`src/bbc_pkg.sv`:
```
// Purpose: constants, register layouts and reset values of the backlight core
// Assumes: AHB-Lite word accesses, hclk at 10 MHz
// Notes: each configuration register holds one packed struct in its low bits
// What this block does
// - boost control timing is taken from the core clock
// - frequency code 00/01/10 picks 312/625/1250 kHz unless resistor select is set
// - adaptive loop raises setpoint when any watched string is under headroom
// - adaptive loop lowers setpoint when a string exceeds headroom plus hysteresis and no watched string is under headroom
// - raise and lower use their own configurable step sizes
// - setpoint code is the loop start value and its floor
// - setpoint never goes above the ceiling field
// - only strings enabled in the pattern are compared
// - adaptive bit 1 selects the adaptive loop, 0 selects manual setpoint
// - manual setpoint is range minimum plus 0.42 V per code step, within limits
// - one to three switch drivers, second and third set by enable bits
// - source field picks PWM only, PWM times register, or register only
// - passthrough bit 7 drives outputs straight from the PWM input
// - PWM input duty is measured as a 16-bit brightness value
// - source 01 multiplies duty by the brightness level before shaping
// - source 10 feeds the brightness level to the shaper, PWM ignored
// - shaper output drives dimming split giving 12-bit current and six PWMs
// - current passes compensation, each PWM passes dither before the sinks
// - source 11 multiplies by the brightness level after shaping
package bbc_pkg;
  // ----------------------------------------------------------------
  // register offsets
  // ----------------------------------------------------------------
  localparam logic [7:0] A_BOOST = 8'h00;
  localparam logic [7:0] A_LOOP = 8'h04;
  localparam logic [7:0] A_BRT = 8'h08;
  localparam logic [7:0] A_LEVEL = 8'h0c;
  localparam logic [7:0] A_CTRL = 8'h10;
  localparam logic [7:0] A_STAT = 8'h14;
  localparam logic [7:0] A_DUTY = 8'h18;
  // ----------------------------------------------------------------
  // timing
  // ----------------------------------------------------------------
  localparam int CLK_HZ = 10_000_000;
  localparam int F312_KHZ = 312;
  localparam int F625_KHZ = 625;
  localparam int F1250_KHZ = 1250;
  localparam logic [5:0] P312 = 6'(CLK_HZ / (F312_KHZ * 1000));
  localparam logic [5:0] P625 = 6'(CLK_HZ / (F625_KHZ * 1000));
  localparam logic [5:0] P1250 = 6'(CLK_HZ / (F1250_KHZ * 1000));
  localparam int LOOP_US = 100;
  localparam logic [9:0] LOOP_LAST = 10'(LOOP_US * (CLK_HZ / 1_000_000) - 1);
  localparam logic [17:0] PER_MAX = 18'h3ffff;
  localparam logic [4:0] DIV_STEPS = 5'h10;
  localparam logic [11:0] FULL_CUR = 12'hfff;
  // ----------------------------------------------------------------
  // layouts and reset values
  // ----------------------------------------------------------------
  typedef struct packed {
    logic switch_driver_three_on;
    logic switch_driver_two_on;
    logic sw_freq_resistor_sel;
    logic [1:0] sw_freq_code;
    logic adaptive_on;
    logic [5:0] boost_ceiling;
    logic [1:0] boost_floor_range_sel;
    logic [5:0] boost_setpoint_code;
  } bbc_boost_t;
  typedef struct packed {
    logic [5:0] string_enable_pattern;
    logic [3:0] lower_step;
    logic [3:0] raise_step;
    logic [3:0] headroom_hysteresis;
    logic [3:0] sink_headroom_level;
  } bbc_loop_t;
  typedef struct packed {
    logic [11:0] dim_split;
    logic passthrough;
    logic [4:0] spare;
    logic [1:0] brightness_source_sel;
  } bbc_brt_t;
  localparam bbc_boost_t BOOST_RST = 20'hcff08;
  localparam bbc_loop_t LOOP_RST = 22'h3f1224;
  localparam bbc_brt_t BRT_RST = 20'h40000;
  localparam logic [7:0] LEVEL_RST = 8'hff;
endpackage

```
`src/bbc_core.sv`:
```
// Purpose: boost setpoint loop and brightness path of the backlight core
// Assumes: AHB-Lite single word transfers, pwm_in synchronous to hclk
// Notes: configuration writes are ignored while run is set
`timescale 1ns/1ns
module bbc_core import bbc_pkg::*; (
  input wire logic hclk,
  input wire logic hresetn,
  input wire logic hsel,
  input wire logic [31:0] haddr,
  input wire logic [1:0] htrans,
  input wire logic hwrite,
  input wire logic [2:0] hsize,
  input wire logic [31:0] hwdata,
  input wire logic hready,
  output logic [31:0] hrdata,
  output logic hreadyout,
  output logic hresp,
  input wire logic pwm_in,
  input wire logic [23:0] sink_level,
  output logic [5:0] boost_level,
  output logic [1:0] boost_range,
  output logic [5:0] sw_period,
  output logic sw_freq_ext,
  output logic [2:0] drv_en,
  output logic [11:0] sink_current,
  output logic [5:0] sink_pwm
);
  // ----------------------------------------------------------------
  // state
  // ----------------------------------------------------------------
  logic wr_reg, pend_reg, rdy_reg, run_reg, prev_reg, full_reg, resp_reg;
  logic [7:0] off_reg, brt_reg;
  logic [31:0] rd_reg;
  bbc_boost_t bcfg_reg;
  bbc_loop_t lcfg_reg;
  bbc_brt_t rcfg_reg;
  logic [5:0] level_reg, per_reg, spwm_reg;
  logic [1:0] range_reg;
  logic ext_reg;
  logic [2:0] drv_reg;
  logic [9:0] tick_reg;
  logic [17:0] pcnt_reg, hcnt_reg, den_reg;
  logic [18:0] rem_reg;
  logic [15:0] q_reg, duty_reg, bri_reg;
  logic [4:0] dcnt_reg;
  logic [11:0] cur_reg, fcnt_reg;
  logic [3:0] dacc_reg;
  logic [12:0] thr_reg;

  // ----------------------------------------------------------------
  // helpers
  // ----------------------------------------------------------------
  // read view of every register, zero for unmapped offsets
  function automatic logic [31:0] rdmux(input logic [7:0] a);
    logic [31:0] r;
    r = 32'h0;
    unique case (a)
      A_BOOST: r = {12'h0, bcfg_reg};
      A_LOOP: r = {10'h0, lcfg_reg};
      A_BRT: r = {12'h0, rcfg_reg};
      A_LEVEL: r = {24'h0, brt_reg};
      A_CTRL: r = {31'h0, run_reg};
      A_STAT: r = {11'h0, run_reg, 1'b0, drv_reg, 1'b0, ext_reg,
                   per_reg, range_reg, level_reg};
      A_DUTY: r = {4'h0, cur_reg, duty_reg};
      default: r = 32'h0;
    endcase
    return r;
  endfunction

  // scales x by (b+1)/256 so that ff passes x through
  function automatic logic [15:0] scl(input logic [15:0] x, input logic [7:0] b);
    logic [24:0] p;
    p = 25'(x) * 25'({1'b0, b} + 9'h001);
    return p[23:8];
  endfunction

  // ----------------------------------------------------------------
  // AHB-Lite slave
  // ----------------------------------------------------------------
  // a read right behind a write waits one cycle so it sees the new value
  wire logic acc = hsel & htrans[1] & hready;
  wire logic rd_acc = acc & ~hwrite;
  wire logic word = (hsize == 3'h2);
  always_ff @(posedge hclk or negedge hresetn) begin
    if (!hresetn) begin
      wr_reg <= 1'b0;
      pend_reg <= 1'b0;
      rdy_reg <= 1'b1;
      off_reg <= 8'h0;
      rd_reg <= 32'h0;
      resp_reg <= 1'b0;
    end else begin
      wr_reg <= acc & hwrite & word;
      pend_reg <= rd_acc & wr_reg;
      rdy_reg <= ~(rd_acc & wr_reg);
      if (acc) off_reg <= haddr[7:0];
      if (rd_acc & ~wr_reg) rd_reg <= rdmux(haddr[7:0]);
      else if (pend_reg) rd_reg <= rdmux(off_reg);
      resp_reg <= 1'b0; // every transfer answers OKAY
    end
  end
  assign hrdata = rd_reg;
  assign hreadyout = rdy_reg;
  assign hresp = resp_reg;

  // write strobes, configuration locked while running
  wire logic wr_b = wr_reg & (off_reg == A_BOOST) & ~run_reg;
  wire logic wr_l = wr_reg & (off_reg == A_LOOP) & ~run_reg;
  wire logic wr_r = wr_reg & (off_reg == A_BRT) & ~run_reg;
  wire logic wr_v = wr_reg & (off_reg == A_LEVEL);
  wire logic wr_c = wr_reg & (off_reg == A_CTRL);

  // configuration and control storage
  always_ff @(posedge hclk or negedge hresetn) begin
    if (!hresetn) begin
      bcfg_reg <= BOOST_RST;
      lcfg_reg <= LOOP_RST;
      rcfg_reg <= BRT_RST;
      brt_reg <= LEVEL_RST;
      run_reg <= 1'b0;
    end else begin
      if (wr_b) bcfg_reg <= hwdata[19:0];
      if (wr_l) lcfg_reg <= hwdata[21:0];
      if (wr_r) rcfg_reg <= {hwdata[19:7], 5'h0, hwdata[1:0]};
      if (wr_v) brt_reg <= hwdata[7:0];
      if (wr_c) run_reg <= hwdata[0];
    end
  end

  // ----------------------------------------------------------------
  // boost setpoint loop
  // ----------------------------------------------------------------
  // headroom comparators on enabled strings only
  wire logic [4:0] hi_thr = {1'b0, lcfg_reg.sink_headroom_level} +
                            {1'b0, lcfg_reg.headroom_hysteresis};
  logic [5:0] lo_vec, hi_vec;
  for (genvar i = 0; i < 6; i++) begin : g_cmp
    assign lo_vec[i] = lcfg_reg.string_enable_pattern[i] &
      (sink_level[4*i +: 4] < lcfg_reg.sink_headroom_level);
    assign hi_vec[i] = lcfg_reg.string_enable_pattern[i] &
      ({1'b0, sink_level[4*i +: 4]} > hi_thr);
  end
  wire logic low_any = |lo_vec;
  wire logic high_any = |hi_vec;

  // step arithmetic with floor and ceiling clamps
  wire logic [5:0] ceil = bcfg_reg.boost_ceiling;
  wire logic [5:0] code = bcfg_reg.boost_setpoint_code;
  wire logic [5:0] flr = (code > ceil) ? ceil : code;
  wire logic [6:0] up_sum = {1'b0, level_reg} + {3'h0, lcfg_reg.raise_step};
  wire logic [6:0] dn_dif = {1'b0, level_reg} - {3'h0, lcfg_reg.lower_step};
  wire logic [5:0] up_val = (up_sum > {1'b0, ceil}) ? ceil : up_sum[5:0];
  wire logic [5:0] dn_val = (dn_dif[6] || dn_dif[5:0] < flr) ? flr : dn_dif[5:0];
  wire logic adapt = run_reg & bcfg_reg.adaptive_on;
  wire logic tick = (tick_reg == LOOP_LAST);
  wire logic [5:0] level_next = !adapt ? flr :
                                (tick & low_any) ? up_val :
                                (tick & high_any) ? dn_val :
                                level_reg;

  // switching period in hclk cycles, zero when the resistor sets it
  wire logic [5:0] per_next = bcfg_reg.sw_freq_resistor_sel ? 6'h0 :
                              (bcfg_reg.sw_freq_code == 2'b00) ? P312 :
                              (bcfg_reg.sw_freq_code == 2'b01) ? P625 :
                              (bcfg_reg.sw_freq_code == 2'b10) ? P1250 : 6'h0;

  // loop interval counter and boost outputs
  always_ff @(posedge hclk or negedge hresetn) begin
    if (!hresetn) begin
      tick_reg <= 10'h0;
      level_reg <= 6'h0;
      range_reg <= 2'b00;
      per_reg <= 6'h0;
      ext_reg <= 1'b0;
      drv_reg <= 3'b001;
    end else begin
      tick_reg <= (!adapt || tick) ? 10'h0 : tick_reg + 10'h1;
      level_reg <= level_next;
      range_reg <= bcfg_reg.boost_floor_range_sel;
      per_reg <= per_next;
      ext_reg <= bcfg_reg.sw_freq_resistor_sel;
      drv_reg <= {bcfg_reg.switch_driver_three_on,
                  bcfg_reg.switch_driver_two_on, 1'b1};
    end
  end
  assign boost_level = level_reg;
  assign boost_range = range_reg;
  assign sw_period = per_reg;
  assign sw_freq_ext = ext_reg;
  assign drv_en = drv_reg;

  // ----------------------------------------------------------------
  // PWM duty detector
  // ----------------------------------------------------------------
  // period and high time counted from rise to rise, then divided serially
  wire logic rise = pwm_in & ~prev_reg;
  wire logic [18:0] r2 = {rem_reg[17:0], 1'b0};
  wire logic ge = (r2 >= {1'b0, den_reg});
  wire logic [15:0] q_nx = {q_reg[14:0], ge};
  wire logic [18:0] rem_nx = ge ? r2 - {1'b0, den_reg} : r2;
  always_ff @(posedge hclk or negedge hresetn) begin
    if (!hresetn) begin
      prev_reg <= 1'b0;
      pcnt_reg <= 18'h0;
      hcnt_reg <= 18'h0;
      den_reg <= 18'h0;
      rem_reg <= 19'h0;
      q_reg <= 16'h0;
      dcnt_reg <= 5'h0;
      duty_reg <= 16'h0;
    end else begin
      prev_reg <= pwm_in;
      if (rise) begin
        pcnt_reg <= 18'h1;
        hcnt_reg <= 18'h1;
        den_reg <= pcnt_reg;
        rem_reg <= {1'b0, hcnt_reg};
        dcnt_reg <= DIV_STEPS;
      end else begin
        if (pcnt_reg != PER_MAX) pcnt_reg <= pcnt_reg + 18'h1;
        if (pwm_in && hcnt_reg != PER_MAX) hcnt_reg <= hcnt_reg + 18'h1;
        if (dcnt_reg != 5'h0) begin
          rem_reg <= rem_nx;
          q_reg <= q_nx;
          dcnt_reg <= dcnt_reg - 5'h1;
        end
      end
      if (!rise && dcnt_reg == 5'h1) duty_reg <= q_nx;
      else if (pcnt_reg == PER_MAX) duty_reg <= {16{pwm_in}};
    end
  end

  // ----------------------------------------------------------------
  // brightness path
  // ----------------------------------------------------------------
  // source select, square-law curve shaper, optional late multiply
  wire logic [1:0] src = rcfg_reg.brightness_source_sel;
  wire logic [15:0] pre = (src == 2'b01) ? scl(duty_reg, brt_reg) :
                          (src == 2'b10) ? {brt_reg, brt_reg} :
                          duty_reg;
  wire logic [31:0] sq = pre * pre;
  wire logic [15:0] post = (src == 2'b11) ? scl(sq[31:16], brt_reg) : sq[31:16];

  // dimming split: PWM below the split point, current above it
  wire logic [11:0] b12 = bri_reg[15:4];
  wire logic below = (b12 < rcfg_reg.dim_split);
  wire logic [11:0] cur_raw = below ? rcfg_reg.dim_split : b12;
  wire logic [4:0] dsum = {1'b0, dacc_reg} + {1'b0, bri_reg[3:0]};
  wire logic fwrap = (fcnt_reg == 12'hfff);
  wire logic pwm_on = full_reg | ({1'b0, fcnt_reg} < thr_reg);

  // non-linear current compensation lifts the mid range
  wire logic [23:0] cp = cur_raw * (FULL_CUR - cur_raw);
  wire logic [12:0] csum = {1'b0, cur_raw} + {2'h0, cp[23:13]};
  wire logic [5:0] pat = lcfg_reg.string_enable_pattern;

  // shaper pipeline, dithered PWM frame and sink outputs
  always_ff @(posedge hclk or negedge hresetn) begin
    if (!hresetn) begin
      bri_reg <= 16'h0;
      fcnt_reg <= 12'h0;
      dacc_reg <= 4'h0;
      thr_reg <= 13'h0;
      full_reg <= 1'b0;
      spwm_reg <= 6'h0;
      cur_reg <= 12'h0;
    end else begin
      bri_reg <= post;
      fcnt_reg <= fcnt_reg + 12'h1;
      if (fwrap) begin
        dacc_reg <= dsum[3:0];
        thr_reg <= {1'b0, b12} + {12'h0, dsum[4]};
        full_reg <= ~below;
      end
      if (rcfg_reg.passthrough) begin
        spwm_reg <= pat & {6{pwm_in}};
        cur_reg <= FULL_CUR;
      end else if (run_reg) begin
        spwm_reg <= pat & {6{pwm_on}};
        cur_reg <= csum[11:0];
      end else begin
        spwm_reg <= 6'h0;
        cur_reg <= 12'h0;
      end
    end
  end
  assign sink_pwm = spwm_reg;
  assign sink_current = cur_reg;
endmodule

```
`config.mk`:
```
export PLATFORM = sky130hd
export DESIGN_NAME = bbc_core
export DESIGN_NICKNAME = d
export VERILOG_FILES = /design/src/bbc_pkg.sv /design/src/bbc_core.sv
export SDC_FILE = /design/constraint.sdc
export NUM_CORES = 2
export LEC_CHECK = 0
export ABC_AREA = 0
export ABC_CLOCK_PERIOD_IN_PS = 16200
export BUFFER_PORTS_ARGS = -buffer_cell sky130_fd_sc_hd__buf_2
export CAP_MARGIN = 20
export CORE_MARGIN = 10
export CORE_UTILIZATION = 40
export DETAILED_ROUTE_END_ITERATION = 8
export MAX_ROUTING_LAYER = met4
export PLACE_DENSITY_LB_ADDON = 0.15
export SETUP_SLACK_MARGIN = 0.02
export SYNTH_ARGS = -nofsm -noshare
export SYNTH_HDL_FRONTEND = slang
export SYNTH_SLANG_ARGS = --single-unit
```
`constraint.sdc`:
```
create_clock -name hclk -period 16.2 [get_ports hclk]
set_input_delay 2.43 -clock hclk [delete_from_list [all_inputs] [get_ports hclk]]
set_output_delay 2.43 -clock hclk [all_outputs]
set_load 0.01 [all_outputs]
```
==> results.md <==
* Cell Area, Synth at 0.0375 mm^2
* Die width at 326 um
* WP data required at 16.65 ns
* Final period demand of the worst path at 15.91 ns
* Clock-pin slew on the worst setup and hold paths at 0.06 ns
* Critical Path End: bri_reg[12]$_DFF_PN0_
* Setup violations, final at 0
* Unrepaired setup endpoints after global routing: yes
* Port Buf Inserts at 124
* WHS at 0.411 ns
* Nets at 5,391
* Setup crit end kind: flop
* Reg2reg setup slack at 0.29 ns
* Synth area leader: fa_1
* CTS tree: done
* Tot GR Track Use at 0.205
* Worst-path maximum fanout at 7
* Worst Setup Start Kind: flop
* Initial antenna violation count at 0
* Vias in the first global route at 30,641
* Fillers at 9,087
* Post-Synthesis Cells at 4,146
* Total core area at 0.0932 mm^2
* Max Cap Violations at 0
* Largest stage delay, worst path at 0.58 ns
* Die area at 0.106 mm^2
* Root buffer cell: clkbuf_16
* Slowest stage cell, crit path: dfstp_2
* Outcome: completed
* Min-delay worst type: reg -> reg
* IO Pins at 169
* CTS sink cnt at 302
* Worst-Skew Late Latency at 0.59 ns
* Clock skew at 0.0254 ns
* Synth area leaders: fa_1 24%, dfrtp_1 18%, ha_1 13%
* Starting DRT DRC Count at 2,080
* Vias after detailed routing at 29,108
* R2r endpoint: bri_reg[12]$_DFF_PN0_
* Final Cycle Share at 0.982
* Share of layout cells above drive strength 1 at 0.189
* H-Tree Depth at 2
* Initial Util at 0.403
* CTS Buffer Depth at 3
* Crit path from: brt_reg[0]$_DFFE_PN1P_
* Avg Inst Size Synth at 9.05 um^2
* Wire per inst at 18.3 um
* Remaining antenna violation count at 0
* Yosys top cell area share at 0.240
* Grt ovf at 0
* WP data arrival at 16.36 ns
* Fin. max-slew vios at 0
* Area grow syn2layout at 16.9%
* Synth Flop Type: dfrtp_1
* DR pass1 iterations at 8
* Synth cell types at 96
* Largest net degree at the start of global routing at 113
* Max reg flops at 28
* #FFs+latches synth at 302
* Yosys warns at 0
* Area of the multi-input gates at 0.0275 mm^2
* Via density at 5.08
* CTS Buf Count at 38
* Dpl hpwl at 82.8 mm
* Slew @ Worst Pin at 1.10 ns
* Async set-reset flop share out of synthesis at 1.00
* FF/Latch Area at 0.00760 mm^2
* Non-filler cells, final at 5,727
* Drt drc at 0
* Routed Wire Length at 105 mm
* Reg2reg start: brt_reg[0]$_DFFE_PN1P_
* Hold Buf Count CTS at 0
* Number of flops mapped to enable cells by yosys at 0
* Setup CP Type: reg -> reg
* Max_slew headroom at 0.262
* Share of synthesized area occupied by flip-flops and latches at 0.202
* Overall die height at 326 um
* Final hold violation count at 0
* Fmax achieved at 62.9 MHz
* CP most frequent cell: fa_1
* # diodes at 0
* Routability cong. at 0.890
* R2R depth at 68
* Fin Setup TNS at 0 ns
* Rows at 112
* First-pass GRT wire length at 171 mm
* Placed insts at 5,616
## routing by layer
metal,vias to the layer above,GRT usage,part of all wire
li1,13934,-,-
met1,14525,0.277,0.47
met2,528,0.328,0.47
met3,121,0.0213,0.037
met4,0,0.0511,0.026
met5,-,-,0
## worst min path at each step
stage                                        start                  endpoint  slack, ns  depth (start not counted)
after global placement     bcfg_reg[7]$_DFFE_PN0P_  boost_range[1]$_DFF_PN0_       0.41                          0
final                     bcfg_reg[18]$_DFFE_PN1P_       drv_en[1]$_DFF_PN0_       0.41                          0
after CTS                 bcfg_reg[18]$_DFFE_PN1P_       drv_en[1]$_DFF_PN0_       0.40                          0
after detailed placement  bcfg_reg[19]$_DFFE_PN1P_       drv_en[2]$_DFF_PN0_       0.41                          0
after global routing      bcfg_reg[18]$_DFFE_PN1P_       drv_en[1]$_DFF_PN0_       0.41                          0
after floorplan            bcfg_reg[7]$_DFFE_PN0P_  boost_range[1]$_DFF_PN0_       0.39                          0
## worst max-delay path: cells and delay by family (launching register included)
kind | cells | cell delay (ns)
DFF | 1 | 0.58
adders and majority gates | 18 | 7.92
AOI/OAI and AO/OA | 15 | 3.17
buffers and inverters | 19 | 2.05
muxes | 1 | 0.11
xor gates and xnor gates | 4 | 0.52
and+or+nand+nor | 11 | 1.35
## kinds of logic after synthesis
logic type,synth area share
buffers and inverters,0.0901
AO/OA/AOI/OAI,0.108
flip-flops,0.202
adder cells (fa/ha/maj),0.373
AND/OR/NAND/NOR,0.146
other,0.000200
multiplexers,0.0432
XOR/XNOR,0.0371
## layout by cell type (no fill, tap or decap), types with 20 or more instances in the layout
cell         n
a21o_1      69
a21oi_1    179
a222oi_1    26
a22oi_1     40
and2_1      43
buf_2      123
buf_4      262
clkbuf_16   38
dfrtp_1    271
dfstp_2     31
fa_1       437
ha_1       376
ha_4        22
inv_1      678
inv_2       41
mux2_2     110
mux2i_1     35
nand2_1    339
nand2b_1    51
nand3_1     47
nand4_1     28
nor2_1     396
nor2b_1     71
nor3_1      54
o21a_1      26
o21ai_0    122
or3_1       20
xnor2_1     81
xor2_1      62
## final cells by class
type,instances,share of cell area
flip-flops and latches,302,0.173
multi-input cells,2965,0.627
clock buffers,50,0.0245
inverters,724,0.0621
clock inverters,20,0.0102
repair buffers,412,0.0676
well taps,1254,0.0358
## synthesized netlist by cell type (23+ instances only)
cell        n
a22oi_1    40
fa_1      450
inv_1     707
nor3_1     58
o21ai_0   128
xor2_1     70
a21oi_1   187
dfstp_2    31
and2_1     48
mux2_2    110
xnor2_1    87
ha_1      399
nor2b_1    75
or3_1      23
nor2_1    416
nand2b_1   56
mux2i_1    36
nand2_1   350
dfrtp_1   271
a21o_1     69
nand4_1    28
o21a_1     28
clkbuf_1  132
nand3_1    50
a222oi_1   26
## repair_timing
item / in CTS / in global routing
pin swaps: 68 / 121
buffers inserted: 27 / 12
resized for setup: 74 / 135
endpoints found under the setup margin: 11 / 15
## stage by stage
step | worst slack [ns] | util | cell area, um^2
after CTS | -0.00729 | 0.463 | 43200
after floorplan | 0.0735 | - | 37600
after global placement | -0.278 | 0.441 | 41100
after detailed placement | -0.361 | 0.441 | 41100
after global routing | -0.428 | 0.471 | 43900
final | 0.293 | 0.471 | 43900
Power is left out: the tool's default activity adds up to more than one toggle a clock period on the data nets, which glitch-free logic cannot reach.
